[src/design/loop_pkg.sv]
// constants, field layout and types of the looping address update unit
package loop_pkg;
    // datapath widths
    localparam int DW  = 16;
    localparam int IW  = 10;
    localparam int RIW = 4;
    localparam int NR  = 16;
    localparam int NB  = 8;
    localparam int NC  = 4;

    // instruction fields
    localparam int F_GRP_LO = 8;
    localparam int F_SUB_LO = 6;
    localparam int F_CC4_LO = 4;
    localparam int F_CC3_LO = 6;
    localparam int F_BB_LO  = 4;
    localparam int F_ADD    = 3;
    localparam int F_R3_LO  = 0;
    localparam int F_R4_LO  = 0;
    localparam logic [1:0] GRP_DECINC = 2'h2;
    localparam logic [1:0] GRP_ADDSUB = 2'h3;
    localparam logic [1:0] SUB_DEC    = 2'h2;
    localparam logic [1:0] SUB_INC    = 2'h3;

    // control word bits
    localparam int CW       = 11;
    localparam int CR_POST  = 4;
    localparam int CR_ABANK = 7;
    localparam int CR_BBANK = 8;
    localparam int CR_ALT   = 10;
    localparam logic [CW-1:0] CTRL_RST = 11'h000;
    localparam logic [IW-1:0] AIR_RST  = 10'h000;
    localparam logic [2:0]    OFS_PORT_A = 3'h3;
    localparam logic [2:0]    OFS_PORT_B = 3'h7;

    // register port map, word offsets
    localparam int PAW = 6;
    localparam logic [PAW-1:0] REG_CTRL = 6'h00;
    localparam logic [PAW-1:0] REG_AIR  = 6'h01;
    localparam logic [PAW-1:0] REG_STAT = 6'h02;
    localparam logic [PAW-1:0] REG_CMP  = 6'h04;
    localparam logic [PAW-1:0] REG_INIT = 6'h08;
    localparam logic [PAW-1:0] REG_OFS  = 6'h10;
    localparam logic [PAW-1:0] REG_ADDR = 6'h20;

    typedef enum logic [2:0] {
        OP_NONE = 3'h0,
        OP_INC  = 3'h1,
        OP_DEC  = 3'h3,
        OP_ADD  = 3'h2,
        OP_SUB  = 3'h6
    } op_t;
endpackage : loop_pkg

[src/design/addr_reg_file.sv]
// sixteen-entry address register memory with registered read ports
`timescale 1ns/1ps
module addr_reg_file #(
    parameter int DW    = 16,
    parameter int DEPTH = 16,
    parameter int AW    = 4
) (
    // clock and reset
    input  wire logic          sys_clk,
    input  wire logic          arst_n,
    // write port
    input  wire logic          we,
    input  wire logic [AW-1:0] waddr,
    input  wire logic [DW-1:0] wdata,
    // datapath read, writes bypass so back to back ops see fresh values
    input  wire logic [AW-1:0] ra_addr,
    output logic      [DW-1:0] ra_data,
    // software read
    input  wire logic [AW-1:0] rb_addr,
    output logic      [DW-1:0] rb_data
);
    logic [DW-1:0] mem [DEPTH];

    always_ff @(posedge sys_clk) begin
        if (we) begin
            mem[waddr] <= wdata;
        end
    end

    always_ff @(posedge sys_clk or negedge arst_n) begin
        if (!arst_n) begin
            ra_data <= '0;
            rb_data <= '0;
        end else begin
            ra_data <= (we && waddr == ra_addr) ? wdata : mem[ra_addr];
            rb_data <= mem[rb_addr];
        end
    end
endmodule : addr_reg_file

[src/design/loop_alu.sv]
// arithmetic update and boundary comparison of one looping operation
`timescale 1ns/1ps
module loop_alu (
    // operation
    input  wire loop_pkg::op_t         op,
    input  wire logic                  post_mode,
    // operands
    input  wire logic [loop_pkg::DW-1:0] src,
    input  wire logic [loop_pkg::DW-1:0] ofs,
    input  wire logic [loop_pkg::DW-1:0] bound,
    // results
    output logic      [loop_pkg::DW-1:0] y,
    output logic      [loop_pkg::DW-1:0] nxt,
    output logic                         hit
);
    import loop_pkg::*;

    // unsigned, wrapping at the word width
    always_comb begin
        case (op)
            OP_INC:  nxt = src + DW'(1);
            OP_DEC:  nxt = src - DW'(1);
            OP_ADD:  nxt = src + ofs;
            OP_SUB:  nxt = src - ofs;
            default: nxt = src;
        endcase
    end

    assign y = post_mode ? nxt : src;

    always_comb begin
        case (op)
            OP_INC, OP_ADD: hit = (y >= bound);
            OP_DEC, OP_SUB: hit = (y <= bound);
            default:        hit = 1'b0;
        endcase
    end
endmodule : loop_alu

[src/design/loop_update_unit.sv]
// looping address update unit: decode, register file, update and compare
// How it works
// - sixteen address registers, index 0 to 15
// - eight offsets; index 3, 7 use data
// - four compare and four init registers
// - three-bit index takes top bit from bank bit
// - offset index third bit from offset bank bit
// - output address before or after update
// - boundary reached or passed raises compare output
// - hit with alt bit runs alternate instruction
// - hit with mask bit and alt bit clear reloads from init
// - hit without alt or mask: write result
// - no hit: write result, compare low
// - data select substitutes data port as source
// - add offset; greater or equal is hit
// - add offset uses bank bit for register
// - decrement; less or equal is hit
// - decrement word 10 10 cc rrrr
// - add word 11 cc bb 1 rrr
// - compare output valid one cycle only
//
// The placing of the registers and the strobed register port were left to the implementer.
`timescale 1ns/1ps
module loop_update_unit (
    // clock and reset
    input  wire logic                        sys_clk,
    input  wire logic                        arst_n,
    // instruction and data from the sequencer
    input  wire logic [loop_pkg::IW-1:0]     instr_in,
    input  wire logic                        instr_valid,
    input  wire logic                        data_substitute_sel,
    input  wire logic [loop_pkg::DW-1:0]     data_in,
    // address port and compare
    output logic      [loop_pkg::DW-1:0]     y_addr,
    output logic                             y_valid,
    output logic                             compare_flag_out,
    // register port
    input  wire logic [loop_pkg::PAW-1:0]    reg_addr,
    input  wire logic [loop_pkg::DW-1:0]     reg_wdata,
    input  wire logic                        reg_wr,
    input  wire logic                        reg_rd,
    output logic      [loop_pkg::DW-1:0]     reg_rdata
);
    import loop_pkg::*;

    function automatic logic in_blk(input logic [PAW-1:0] a, input logic [PAW-1:0] base, input int n);
        in_blk = ((a >> n) == (base >> n));
    endfunction : in_blk

    // control and storage
    logic [CW-1:0] ctrl_q;
    logic [IW-1:0] air_q;
    logic [DW-1:0] cmp_q  [NC];
    logic [DW-1:0] init_q [NC];
    logic [DW-1:0] ofs_q  [NB];
    logic          last_hit_q;
    logic          last_alt_q;

    // stage 0 decode
    logic [IW-1:0]  ins;
    logic           v0;
    op_t            op0;
    logic [RIW-1:0] ridx0;
    logic [1:0]     cidx0;
    logic [2:0]     bidx0;
    logic [DW-1:0]  ofs0;

    // stage 1 execute
    logic           v1_q;
    op_t            op1_q;
    logic [RIW-1:0] ridx1_q;
    logic [1:0]     cidx1_q;
    logic [DW-1:0]  ofs1_q;
    logic           dsel1_q;
    logic [DW-1:0]  data1_q;
    logic [DW-1:0]  rd_src;
    logic [DW-1:0]  src1;
    logic [DW-1:0]  alu_y;
    logic [DW-1:0]  alu_nxt;
    logic           alu_hit;
    logic           hit1;
    logic           alt_take;
    logic           reinit;
    logic           dp_we;
    logic [DW-1:0]  dp_wdata;

    // memory write arbitration and software read
    logic           sw_we;
    logic           mem_we;
    logic [RIW-1:0] mem_waddr;
    logic [DW-1:0]  mem_wdata;
    logic [DW-1:0]  rb_data;
    logic           rd_mem_q;
    logic [DW-1:0]  rd_q;

    // a hit with the alt bit set replaces the next port word
    // limitation: an alternate word that hits again with the alt bit still set keeps re-running itself
    assign alt_take = v1_q && hit1 && ctrl_q[CR_ALT];
    assign ins      = alt_take ? air_q : instr_in;
    assign v0       = alt_take || instr_valid;

    always_comb begin
        op0   = OP_NONE;
        ridx0 = ins[F_R4_LO +: RIW];
        cidx0 = ins[F_CC4_LO +: 2];
        if (ins[F_GRP_LO +: 2] == GRP_DECINC) begin
            if (ins[F_SUB_LO +: 2] == SUB_DEC) begin
                op0 = OP_DEC;
            end else if (ins[F_SUB_LO +: 2] == SUB_INC) begin
                op0 = OP_INC;
            end
        end else if (ins[F_GRP_LO +: 2] == GRP_ADDSUB) begin
            op0   = ins[F_ADD] ? OP_ADD : OP_SUB;
            cidx0 = ins[F_CC3_LO +: 2];
            ridx0 = {ctrl_q[CR_ABANK], ins[F_R3_LO +: RIW-1]};
        end
    end

    assign bidx0 = {ctrl_q[CR_BBANK], ins[F_BB_LO +: 2]};
    // offset slots 3 and 7 are never read by the datapath; the data port stands in
    assign ofs0  = (bidx0 == OFS_PORT_A || bidx0 == OFS_PORT_B) ? data_in : ofs_q[bidx0];

    always_ff @(posedge sys_clk or negedge arst_n) begin
        if (!arst_n) begin
            v1_q    <= 1'b0;
            op1_q   <= OP_NONE;
            ridx1_q <= '0;
            cidx1_q <= '0;
            ofs1_q  <= '0;
            dsel1_q <= 1'b0;
            data1_q <= '0;
        end else begin
            v1_q    <= v0 && (op0 != OP_NONE);
            op1_q   <= op0;
            ridx1_q <= ridx0;
            cidx1_q <= cidx0;
            ofs1_q  <= ofs0;
            dsel1_q <= data_substitute_sel;
            data1_q <= data_in;
        end
    end

    // address registers; a port write loses to a datapath write in the same cycle
    assign sw_we     = reg_wr && in_blk(reg_addr, REG_ADDR, RIW);
    assign mem_we    = dp_we || sw_we;
    assign mem_waddr = dp_we ? ridx1_q : reg_addr[RIW-1:0];
    assign mem_wdata = dp_we ? dp_wdata : reg_wdata;

    addr_reg_file #(
        .DW    (DW),
        .DEPTH (NR),
        .AW    (RIW)
    ) u_regs (
        .sys_clk (sys_clk),
        .arst_n  (arst_n),
        .we      (mem_we),
        .waddr   (mem_waddr),
        .wdata   (mem_wdata),
        .ra_addr (ridx0),
        .ra_data (rd_src),
        .rb_addr (reg_addr[RIW-1:0]),
        .rb_data (rb_data)
    );

    assign src1 = dsel1_q ? data1_q : rd_src;

    loop_alu u_alu (
        .op        (op1_q),
        .post_mode (ctrl_q[CR_POST]),
        .src       (src1),
        .ofs       (ofs1_q),
        .bound     (cmp_q[cidx1_q]),
        .y         (alu_y),
        .nxt       (alu_nxt),
        .hit       (alu_hit)
    );

    assign hit1     = v1_q && alu_hit;
    assign reinit   = hit1 && !ctrl_q[CR_ALT] && ctrl_q[cidx1_q];
    assign dp_we    = v1_q;
    // result still goes to the named register even when the source was the port
    assign dp_wdata = reinit ? init_q[cidx1_q] : alu_nxt;

    // address port and compare pulse
    always_ff @(posedge sys_clk or negedge arst_n) begin
        if (!arst_n) begin
            y_addr <= '0;
        end else if (v1_q) begin
            y_addr <= alu_y;
        end
    end

    always_ff @(posedge sys_clk or negedge arst_n) begin
        if (!arst_n) begin
            y_valid          <= 1'b0;
            compare_flag_out <= 1'b0;
        end else begin
            y_valid          <= v1_q;
            compare_flag_out <= hit1;
        end
    end

    always_ff @(posedge sys_clk or negedge arst_n) begin
        if (!arst_n) begin
            last_hit_q <= 1'b0;
            last_alt_q <= 1'b0;
        end else if (v1_q) begin
            last_hit_q <= hit1;
            last_alt_q <= alt_take;
        end
    end

    // register port writes
    always_ff @(posedge sys_clk or negedge arst_n) begin
        if (!arst_n) begin
            ctrl_q <= CTRL_RST;
            air_q  <= AIR_RST;
        end else if (reg_wr) begin
            if (reg_addr == REG_CTRL) begin
                ctrl_q <= reg_wdata[CW-1:0];
            end
            if (reg_addr == REG_AIR) begin
                air_q <= reg_wdata[IW-1:0];
            end
        end
    end

    always_ff @(posedge sys_clk or negedge arst_n) begin
        if (!arst_n) begin
            for (int i = 0; i < NC; i++) begin
                cmp_q[i]  <= '0;
                init_q[i] <= '0;
            end
        end else if (reg_wr) begin
            if (in_blk(reg_addr, REG_CMP, 2)) begin
                cmp_q[reg_addr[1:0]] <= reg_wdata;
            end
            if (in_blk(reg_addr, REG_INIT, 2)) begin
                init_q[reg_addr[1:0]] <= reg_wdata;
            end
        end
    end

    always_ff @(posedge sys_clk or negedge arst_n) begin
        if (!arst_n) begin
            for (int i = 0; i < NB; i++) begin
                ofs_q[i] <= '0;
            end
        end else if (reg_wr && in_blk(reg_addr, REG_OFS, 3)) begin
            ofs_q[reg_addr[2:0]] <= reg_wdata;
        end
    end

    // register port reads, data one cycle after the strobe
    always_ff @(posedge sys_clk or negedge arst_n) begin
        if (!arst_n) begin
            rd_mem_q <= 1'b0;
            rd_q     <= '0;
        end else begin
            rd_mem_q <= reg_rd && in_blk(reg_addr, REG_ADDR, RIW);
            rd_q     <= '0;
            if (reg_rd) begin
                if (reg_addr == REG_CTRL) begin
                    rd_q <= DW'(ctrl_q);
                end else if (reg_addr == REG_AIR) begin
                    rd_q <= DW'(air_q);
                end else if (reg_addr == REG_STAT) begin
                    rd_q <= DW'({last_alt_q, last_hit_q});
                end else if (in_blk(reg_addr, REG_CMP, 2)) begin
                    rd_q <= cmp_q[reg_addr[1:0]];
                end else if (in_blk(reg_addr, REG_INIT, 2)) begin
                    rd_q <= init_q[reg_addr[1:0]];
                end else if (in_blk(reg_addr, REG_OFS, 3)) begin
                    rd_q <= ofs_q[reg_addr[2:0]];
                end
            end
        end
    end

    assign reg_rdata = rd_mem_q ? rb_data : rd_q;
endmodule : loop_update_unit

[config.mk]
export PLATFORM = sky130hd
export DESIGN_NAME = loop_update_unit
export DESIGN_NICKNAME = d
export VERILOG_FILES = /design/src/design/loop_pkg.sv /design/src/design/addr_reg_file.sv /design/src/design/loop_alu.sv /design/src/design/loop_update_unit.sv
export SDC_FILE = /design/constraint.sdc
export NUM_CORES = 1
export LEC_CHECK = 0
export BUFFER_PORTS_ARGS = -buffer_cell sky130_fd_sc_hd__buf_2
export CORE_UTILIZATION = 45
export CTS_BUF_LIST = sky130_fd_sc_hd__clkbuf_8
export DETAILED_ROUTE_END_ITERATION = 8
export PLACE_DENSITY_LB_ADDON = 0.08
export SYNTH_ARGS = -nofsm -noshare
export SYNTH_HDL_FRONTEND = slang
export SYNTH_SLANG_ARGS = --single-unit
[constraint.sdc]
create_clock -name sys_clk -period 9.62 [get_ports sys_clk]
set_input_delay 0.481 -clock sys_clk [delete_from_list [all_inputs] [get_ports sys_clk]]
set_output_delay 0.481 -clock sys_clk [all_outputs]
set_load 0.03 [all_outputs]
==> flow_metrics.py, run 1 <==
metrics = {
    "run_status": {
        "status": "complete, no violations",
    },
    "sta": {
        "max_freq_mhz": 111,
        "finalHoldViolations": 0,
        "fin_setup_tns_ns": 0,
        "grt_setup_unrepaired": "false",
        "fin_crit_ns": 9.04,
        "max_slew_margin_pct": 11.5,
        "tightest_slew_ns": 1.33,
        "setup_violations": 0,
        "finClkSkew_ns": 0.0316,
        "finalCritPeriodShare_pct": 94.0,
        "worst_slack_ns": 0.577,
        "finalMaxSlewViolations": 0,
    },
    "detailed_routing": {
        "ant_nets": 0,
        "routedWlPerCell_um": 31.6,
        "drtPass1Iterations": 6,
        "detail_route.vias_per_cell": 6.41,
        "drc": 0,
        "vias": 22631,
        "drt_iter0_drc": 2332,
        "wl_mm": 112,
    },
    "placed_design": {
        "gp_congestion": 0.881,
        "dp_hpwl_mm": 71.9,
        "port_buffers": 87,
        "place_ws_ns": 0.531,
        "placedCellCount": 3314,
        "post_dp_cell_area_um2": 34300,
    },
    "finish": {
        "syn_to_final_growth_pct": 11.9,
        "mostFrequentLayoutCell": "dfrtp_1",
        "drive_gt1_share_pct": 33.4,
        "fill_cells": 6156,
        "instances_no_fill": 3533,
        "fin_nets": 2582,
        "final_cell_mix": "dfrtp_1 (386), mux2_2 (306), edfxtp_1 (256), mux4_2 (194), nand2_1 (176)",
        "final_cell_area_um2": 36600,
    },
    "logic_synthesis": {
        "ys_seq_elements": 645,
        "synth_warnings": 0,
        "synth_cell_types": 81,
        "ys_seq_area_share_pct": 53.2,
        "ys_async_sr_fraction_pct": 60.3,
        "synth-main-ff-cell": "dfrtp_1",
        "syn-mean-instance-area_um2": 13.7,
        "synth_area_um2": 32700,
        "synth-edff-count": 256,
        "postSynthCellCount": 2396,
        "synth_nets": 2483,
    },
    "setup_path": {
        "criticalPathCategory": "reg2reg",
        "ff2ff_path_depth": 27,
        "reg2reg_slack_ns": 0.58,
        "critPathLaunchType": "register",
        "endpoint_kind": "register",
        "regToRegStartpoint": "ofs1_q[2]",
        "r2r_end": "u_regs.mem[14][3]",
        "worst_ep_required_time_ns": 10.03,
        "crit_arrival_ns": 9.45,
        "timing.critical_path.fanout_max": 17,
    },
    "run": {
        "drv_cap": 0,
    },
    "floorplanning": {
        "coreArea_um2": 71700,
        "initial_core_util_pct": 45.6,
        "fp.dieW_um": 272,
        "rows": 98,
        "die-height_um": 272,
        "ioPinCount": 88,
        "dieArea_um2": 73800,
    },
    "global_routing": {
        "grt_start_max_net_pins": 134,
        "antenna_found_initial": 7,
        "grt_pass1_vias": 22750,
        "grt_overflow": 0,
        "grt_util_all_layers_pct": 30.4,
        "grt_pass1_wl_mm": 162,
    },
    "clock_tree": {
        "clock_latency_ns": 0.73,
        "cts-root-buf": "clkbuf_8",
        "cts_inserted_buffers": 110,
        "clk_pin_slew_ns": 0.06,
        "cts-htree-levels": 3,
        "clkSinkCount": 645,
        "cts_tree": "done",
        "cts_buffer_depth": 3,
    },
    "hold_path": {
        "whs_path_depth": 2,
        "min_to": "op1_q[0]",
        "hp-start": "instr_in[8]",
        "worst_hold_path_type": "in2reg",
    },
    "power_and_ir_drop": {
        "power_leakage_nw": 14.9,
        "peakVddDrop_uv": 117,
        "powerDensity_nw_per_um2": 188,
        "p_total_mw": 6.88,
    },
}
## synthesized netlist by cell type, types with 60 or more instances
master | number | area [um^2]
mux2_2 | 306 | 3450
mux2i_1 | 75 | 751
a211oi_1 | 88 | 661
and3_1 | 97 | 607
clkbuf_1 | 132 | 495
dfrtp_1 | 389 | 9730
a21oi_1 | 60 | 300
mux4_2 | 194 | 4370
edfxtp_1 | 256 | 7690
nor2_1 | 80 | 300
o21ai_0 | 97 | 485
nand2_1 | 176 | 661
## through the flow
step | hold slack (ns) | utilization [%]
2_1_floorplan | 0.185 | -
3_3_place_gp | 0.463 | 47.8
3_5_place_dp | 0.477 | 47.9
4_1_cts | 0.00667 | 51.1
5_1_grt | 0.0234 | 51.1
6_report | 0.0641 | 51.1
## state kept, by name (all words and copies together) (netlist names), 16 cells and up
name / cells
u_regs.ra_data: 16
data1_q: 16
u_regs.mem: 256
y_addr: 16
rd_q: 16
ofs1_q: 16
init_q: 64
u_regs.rb_data: 16
ofs_q: 128
cmp_q: 64
## metal layers
layer | GRT usage [%] | share of wire [%]
met2 | 45.5 | 45
met5 | 0 | 0.031
met3 | 7.55 | 9.5
met1 | 43.7 | 43
met4 | 9.55 | 2.9
## final cells by class
cell class | instances | area (um^2) | share of cell area (%)
clock buffer | 123 | 1690 | 4.62
inverter | 40 | 153 | 0.417
sequential | 645 | 17400 | 47.6
tap | 950 | 1190 | 3.24
timing repair buffer | 178 | 1220 | 3.33
multi-input combinational | 1520 | 14500 | 39.7
clock inverter | 72 | 397 | 1.08
antenna | 5 | 12.5 | 0.0341
## critical path, stage by stage (launching register included)
cell and delay, ns:
dfrtp_1 0.40, or3_1 0.40, or3_1 0.35, or3_1 0.40
or3_1 0.35, and2_1 0.17, o32ai_1 0.19, and2_1 0.16
ha_1 0.27, and3_1 0.21, and3_1 0.19, o211ai_1 0.09
nand2_1 0.14, a311oi_1 0.64, xnor2_1 0.13, o211ai_1 0.28
nand2_1 0.11, xor2_1 0.21, ha_1 0.36, nand4_2 0.16
a2111o_1 0.36, nand3_1 0.17, mux2i_2 0.62, nor3_1 0.23
and2_1 0.51, buf_4 0.38, a21oi_1 0.54, a221o_1 0.70
## power by group
group	internal (mW)	switching [mW]
Combinational	0.513	0.685
Clock	1.24	1.15
Sequential	3.11	0.188
## timing repair
action,4_1_cts,5_1_grt
endpoints found under the setup margin,0,17
endpoints found under the hold margin,133,0
gates resized for setup,0,1
buffers inserted,0,0
hold buffers,19,0
## cells by family (layout without fill, tap and decap cells)
| group | Yosys count | after routing | synth area share (%) |
|---|---|---|---|
| adders and majority gates | 33 | 33 | 1.28 |
| and+or+nand+nor | 495 | 495 | 7.55 |
| other | 0 | 5 | 0 |
| xor gates and xnor gates | 14 | 14 | 0.374 |
| muxes | 578 | 578 | 26.3 |
| buffers and inverters | 231 | 413 | 3.01 |
| AOI/OAI and AO/OA | 400 | 400 | 8.28 |
| DFF | 645 | 645 | 53.2 |
## how the worst max path moves through the flow
stage                              end       from  slack (ns)  cells after the start
finish               u_regs.mem[14][3]  ofs1_q[2]        0.58                     27
CTS                  u_regs.mem[5][13]  ofs1_q[2]        0.48                     27
global route        u_regs.ra_data[11]  ofs1_q[2]        0.19                     28
global placement     u_regs.mem[1][11]  ofs1_q[2]        0.36                     27
detailed placement   u_regs.mem[7][13]  ofs1_q[2]        0.53                     27
floorplan             u_regs.mem[0][5]  ofs1_q[2]        1.69                     27
Power figures use the tool's default switching activity.
==> inputs of run 2 (changes only) <==
--- a/config.mk
+++ b/config.mk
@@ -6,6 +6,7 @@
 export NUM_CORES = 1
 export LEC_CHECK = 0
 export BUFFER_PORTS_ARGS = -buffer_cell sky130_fd_sc_hd__buf_2
+export CORE_ASPECT_RATIO = 1.1
 export CORE_UTILIZATION = 45
 export CTS_BUF_LIST = sky130_fd_sc_hd__clkbuf_8
 export DETAILED_ROUTE_END_ITERATION = 8
==> run 2 against run 1 <==
Setup slack improved by 0.026 ns; sequential share of layout area shrank 0.28 points; largest power group unchanged; utilization is 0.17 points higher; sequential cell count unchanged; wire length shrank 1.2%; hold slack hardly changed; final area up 0.59%; global-route usage down 0.41 points; critical path depth increased by 3; combinational power barely moved.
==> flow_metrics.py, run 2 (synthesis results as in run 1) <==
metrics = {
    "clock_tree": {
        "cts_inserted_buffers": 111,
        "cts-htree-levels": 3,
        "cts_buffer_depth": 3,
        "clkSinkCount": 645,
        "clk_pin_slew_ns": 0.06,
        "cts_tree": "done",
        "cts_setup_buffers": 0,
        "cts-root-buf": "clkbuf_8",
        "clock_latency_ns": 0.76,
    },
    "detailed_routing": {
        "drc": 0,
        "drtPass1Iterations": 6,
        "ant_nets": 0,
        "routedWlPerCell_um": 31.2,
        "vias": 22388,
        "detail_route.vias_per_cell": 6.32,
        "wl_mm": 110,
        "drt_iter0_drc": 1863,
    },
    "sta": {
        "max_slew_margin_pct": 17.3,
        "finalCritPeriodShare_pct": 93.7,
        "worst_slack_ns": 0.603,
        "whs_ns": 0.0643,
        "grt_setup_unrepaired": "false",
        "finalHoldViolations": 0,
        "fin_crit_ns": 9.02,
        "tightest_slew_ns": 1.24,
        "finalMaxSlewViolations": 0,
        "setup_violations": 0,
        "finClkSkew_ns": 0.0825,
        "max_freq_mhz": 111,
        "fin_setup_tns_ns": 0,
    },
    "setup_path": {
        "cp_slowest_cell": "a2111oi_0",
        "critPathLaunchType": "register",
        "crit_arrival_ns": 9.71,
        "endpoint_kind": "register",
        "timing.critical_path.fanout_max": 87,
        "criticalPathCategory": "reg2reg",
        "cpPeakStageDelay_ns": 0.75,
        "crit_top_cell": "or3_1",
        "ff2ff_path_depth": 30,
        "worst_ep_required_time_ns": 10.32,
    },
    "power_and_ir_drop": {
        "p_total_mw": 7.03,
        "peakVddDrop_uv": 117,
        "power_leakage_nw": 15.1,
        "powerDensity_nw_per_um2": 191,
    },
    "finish": {
        "final_cell_area_um2": 36900,
        "final_cell_mix": "dfrtp_1 (386), mux2_2 (306), edfxtp_1 (256), mux4_2 (194), nand2_1 (176)",
        "syn_to_final_growth_pct": 12.6,
        "mostFrequentLayoutCell": "dfrtp_1",
        "top_register": "u_regs.mem",
        "instances_no_fill": 3542,
        "drive_gt1_share_pct": 33.8,
        "final_util_pct": 51.3,
        "fin_nets": 2587,
        "fill_cells": 6150,
        "top_regs": "u_regs.mem: 256 flops, ofs_q: 128 flops",
        "largest_reg_flops": 256,
    },
    "placed_design": {
        "port_buffers": 87,
        "placedCellCount": 3311,
        "place_ws_ns": 0.832,
        "gp_congestion": 0.875,
        "dp_hpwl_mm": 71.0,
        "post_dp_cell_area_um2": 34300,
    },
    "hold_path": {
        "worst_hold_path_type": "in2reg",
        "whs_path_depth": 2,
    },
    "run_status": {
        "status": "complete, no violations",
    },
    "global_routing": {
        "grt_pass1_wl_mm": 159,
        "grt_overflow": 0,
        "grt_util_all_layers_pct": 30.0,
        "grt_start_max_net_pins": 135,
        "grt_pass1_vias": 22802,
        "antenna_found_initial": 9,
    },
    "floorplanning": {
        "coreArea_um2": 71900,
        "fp.dieW_um": 259,
        "rows": 103,
        "die-height_um": 285,
        "initial_core_util_pct": 45.5,
        "ioPinCount": 88,
        "dieArea_um2": 73800,
    },
    "run": {
        "drv_cap": 0,
    },
}
[run 2: changes by cell type in the layout (fill, tap and decap cells not counted), sizes merged]
cell / delta
buf: +2
bufinv: -1
clkbuf: +17
clkinv: -5
clkinvlp: -1
diode: -2
dlygate4sd3: +2
inv: +2
[run 2: layer usage]
| metal | share of wire [%] | vias up | track usage (%) |
|---|---|---|---|
| met2 | 48 | 952 | 48.6 |
| met3 | 6.3 | 224 | 4.22 |
| met1 | 40 | 11711 | 39.2 |
| li1 | - | 9495 | - |
| met5 | 0.033 | - | 0 |
| met4 | 5.6 | 6 | 16.2 |
[run 2: worst paths after layout]
| check | startpoint | end | slack, ns |
|---|---|---|---|
| worst min register to register | last_hit_q | last_hit_q | 0.50 |
| worst max register to register | ofs1_q[2] | u_regs.ra_data[12] | 0.60 |
| max in group asynchronous | arst_n | ofs_q[75] | 6.59 |
| worst min-delay path | instr_valid | dp_we | 0.06 |
| min in group asynchronous | arst_n | y_addr[6] | 0.51 |
| worst max-delay path | ofs1_q[2] | u_regs.ra_data[12] | 0.60 |
[run 2: cell type report]
class / count / area (um^2) / share of cell area [%]
Antenna cell: 3 / 7.51 / 0.0204
Multi-Input combinational cell: 1520 / 14500 / 39.4
Clock buffer: 140 / 1930 / 5.23
Sequential cell: 645 / 17400 / 47.3
Inverter: 40 / 153 / 0.414
Tap cell: 945 / 1180 / 3.21
Timing Repair Buffer: 182 / 1260 / 3.43
Clock inverter: 67 / 383 / 1.04
[run 2: worst max-delay path: cells and delay by family, from the launching register on]
kind / cells / cell delay [ns]
AO/OA/AOI/OAI: 8 / 2.58
XOR/XNOR: 2 / 0.32
adder cells (fa/ha/maj): 2 / 0.60
buffers and inverters: 2 / 0.82
flip-flops: 1 / 0.41
multiplexers: 3 / 0.99
AND/OR/NAND/NOR: 13 / 3.09
[run 2: what timing repair did]
| item | 4_1_cts | 5_1_grt |
|---|---|---|
| hold endpoints to repair | 158 | 0 |
| gates resized for setup | 0 | 0 |
| hold buffers | 21 | 0 |
[run 2: power by group]
| part | switching, mW | internal (mW) | total (mW) | leakage [nW] |
|---|---|---|---|---|
| registers | 0.182 | 3.11 | 3.29 | 7.36 |
| logic | 0.671 | 0.514 | 1.18 | 6.37 |
| clock network | 1.18 | 1.37 | 2.55 | 1.35 |
| total | 2.04 | 4.99 | 7.03 | 15.1 |
==> inputs of run 3 (changes only) <==
--- a/config.mk
+++ b/config.mk
@@ -13,4 +13,5 @@
 export PLACE_DENSITY_LB_ADDON = 0.08
 export SYNTH_ARGS = -nofsm -noshare
 export SYNTH_HDL_FRONTEND = slang
+export SYNTH_HIERARCHICAL = 1
 export SYNTH_SLANG_ARGS = --single-unit
==> run 3 against run 2 <==
The flow now finishes with violations (DRC); critical endpoint is now u_regs/ra_data[9]; combinational power hardly changed; synthesized cell count decreased by 13%; sequential power about the same; setup slack better by 0.39 ns; highest routed layer unchanged; cell count is 8.9% lower; final area down 0.12%; global-route usage decreased by 4.0 points; first-iteration DRC count down 22%; largest cell class unchanged.
==> flow_metrics.py, run 3 <==
metrics = {
    "run_status": {
        "status": "complete, but fails checks",
        "violations": "DRC",
    },
    "detailed_routing": {
        "ant_nets": 0,
        "detail_route.vias_per_cell": 6.12,
        "drc": 44,
        "dr.max_layer_used": "met5",
        "drt_iter0_drc": 1456,
        "vias": 19745,
        "wl_mm": 95.7,
        "routedWlPerCell_um": 29.6,
        "drtPass1Iterations": 7,
        "wl_met2_mm": 47.6,
        "wl_met3_mm": 5.43,
        "wl_met1_mm": 40.5,
    },
    "power_and_ir_drop": {
        "powerDensity_nw_per_um2": 190,
        "power_leakage_nw": 14.9,
        "peakVddDrop_uv": 96.9,
    },
    "finish": {
        "fin_nets": 2273,
        "final_cell_area_um2": 36800,
        "drive_gt1_share_pct": 43.9,
        "final_cell_mix": "dfrtp_1 (386), mux2_2 (372), edfxtp_1 (256), mux4_2 (251), clkbuf_8 (133)",
        "multi_input_area_um2": 14800,
        "fill_cells": 6152,
        "mostFrequentLayoutCell": "dfrtp_1",
        "top_register": "u_regs/mem",
        "largest_reg_flops": 256,
        "syn_to_final_growth_pct": 11.1,
        "seqCellArea_um2": 17400,
        "top_regs": "u_regs/mem: 256 flops, ofs_q: 128 flops",
    },
    "placed_design": {
        "gp_congestion": 0.887,
        "place_ws_ns": 1.08,
        "dp_hpwl_mm": 63.0,
        "post_dp_cell_area_um2": 34400,
        "port_buffers": 87,
    },
    "setup_path": {
        "criticalPathCategory": "reg2reg",
        "critPathLaunchType": "register",
        "crit_arrival_ns": 9.22,
        "crit_top_cell": "ha_1",
        "worst_ep_required_time_ns": 10.21,
        "cp_slowest_cell": "mux2i_1",
        "reg2reg_slack_ns": 0.99,
        "cpPeakStageDelay_ns": 0.76,
        "endpoint_kind": "register",
        "timing.critical_path.fanout_max": 14,
    },
    "logic_synthesis": {
        "synth_xor_xnor_area_share_pct": 0.370,
        "ys_seq_elements": 645,
        "synth_area_um2": 33100,
        "syn-mean-instance-area_um2": 15.9,
        "synth_nets": 2174,
        "synth-main-ff-cell": "dfrtp_1",
        "yosys.area_share.simple_pct": 4.64,
        "ys_seq_area_share_pct": 52.6,
        "ys_async_sr_fraction_pct": 60.3,
        "yosysMostFrequentCell": "dfrtp_1",
        "yosys-top-cells-area": "dfrtp_1 (29%), edfxtp_1 (23%), mux4_2 (17%), mux2_2 (13%), mux2i_1 (2.8%)",
        "synth_common_cells": "dfrtp_1 (389), mux2_2 (373), edfxtp_1 (256), mux4_2 (251), mux2i_1 (92)",
        "postSynthCellCount": 2087,
        "synth-edff-count": 256,
        "synth_compound_area_share_pct": 4.06,
        "synthMuxAreaShare_pct": 33.8,
        "synth_adder_area_share_pct": 1.27,
        "synth_top_area_share_pct": 29.4,
        "synth_cell_types": 80,
        "synth_area_leader_cell": "dfrtp_1",
        "synth_warnings": 6,
        "synth_top_family_by_area": "multiplexers",
    },
    "sta": {
        "max_freq_mhz": 116,
        "finalCritPeriodShare_pct": 89.7,
        "finalHoldViolations": 0,
        "fin_crit_ns": 8.63,
        "finClkSkew_ns": 0.0294,
        "tightest_slew_ns": 1.29,
        "fin_setup_tns_ns": 0,
        "worst_slack_ns": 0.991,
        "max_slew_margin_pct": 13.7,
        "grt_setup_unrepaired": "false",
        "finalMaxSlewViolations": 0,
        "setup_violations": 0,
    },
    "floorplanning": {
        "coreArea_um2": 72300,
        "dieArea_um2": 74700,
        "die-height_um": 287,
        "rows": 103,
        "ioPinCount": 88,
        "initial_core_util_pct": 45.8,
        "fp.dieW_um": 261,
    },
    "global_routing": {
        "grt_util_all_layers_pct": 26.1,
        "grt_overflow": 0,
        "grt_pass1_vias": 20522,
        "antenna_found_initial": 5,
        "grt_pass1_wl_mm": 141,
        "grt_start_max_net_pins": 156,
    },
    "clock_tree": {
        "clk_pin_slew_ns": 0.06,
        "clkSinkCount": 645,
        "cts_setup_buffers": 0,
        "cts_inserted_buffers": 111,
        "post_cts_resize_count": 0,
        "clock_latency_ns": 0.72,
        "cts_buffer_depth": 3,
        "cts-htree-levels": 3,
        "cts_tree": "done",
        "postCtsHoldBufs": 18,
        "cts-root-buf": "clkbuf_8",
    },
    "hold_path": {
        "worst_hold_path_type": "in2reg",
    },
    "run": {
        "drv_cap": 0,
    },
}
run 3: cells by family (layout without fill, tap and decap cells):
logic type               count (synthesis)  after routing
other                                    0              2
buffers and inverters                  205            398
flip-flops                             645            645
AND/OR/NAND/NOR                        247            247
AO/OA/AOI/OAI                          196            196
XOR/XNOR                                14             14
adder cells (fa/ha/maj)                 33             33
multiplexers                           747            747
run 3: final timing paths:
path                                 endpoint  depth (start not counted)        start
min in group asynchronous           ofs_q[66]                          2       arst_n
min reg2reg                          ofs_q[7]                          1     ofs_q[7]
max                         u_regs/ra_data[9]                         31    ofs1_q[0]
max in group asynchronous  u_regs/ra_data[13]                          3       arst_n
min                                     dp_we                          3  instr_valid
max reg2reg                 u_regs/ra_data[9]                         31    ofs1_q[0]
run 3: area by class of cell:
class	count	share of cell area [%]
Multi-Input combinational cell	1237	40.2
Timing Repair Buffer	150	2.73
Clock inverter	74	1.15
Antenna cell	2	0.0136
Tap cell	945	3.21
Clock buffer	133	4.97
Inverter	41	0.418
Sequential cell	645	47.3
run 3: worst max-delay path: cells and delay by family (launching register included):
family	cells	cell delay, ns
simple gates	14	3.77
mux	3	1.42
compound gates	6	1.17
fa+ha+maj	3	0.92
buf+inv	3	0.60
flops	1	0.38
xor+xnor	2	0.24
run 3: power by group:
group / total, mW / switching (mW) / internal, mW
Combinational: 1.19 / 0.633 / 0.561
Clock: 2.51 / 1.17 / 1.34
Sequential: 3.30 / 0.188 / 3.12
Total: 7.01 / 2.00 / 5.02
run 3: through the flow:
stage / instances / total power, mW / util (%) / hold WS (ns)
global route: 3226 / 7.33 / 50.9 / 0.147
floorplan: 2087 / 4.12 / - / 0.185
CTS: 3225 / 7.08 / 50.9 / 0.0648
finish: 3227 / 7.01 / 50.9 / 0.131
detailed placement: 3000 / 4.54 / 47.5 / 0.492
global placement: 3000 / 4.51 / 47.5 / 0.485
run 3: routing by layer:
layer  GRT usage, %  vias to the layer above
met5              0                        -
li1               -                     8427
met1           35.1                    10551
met2           43.5                      628
met3           4.44                      137
met4           7.35                        2
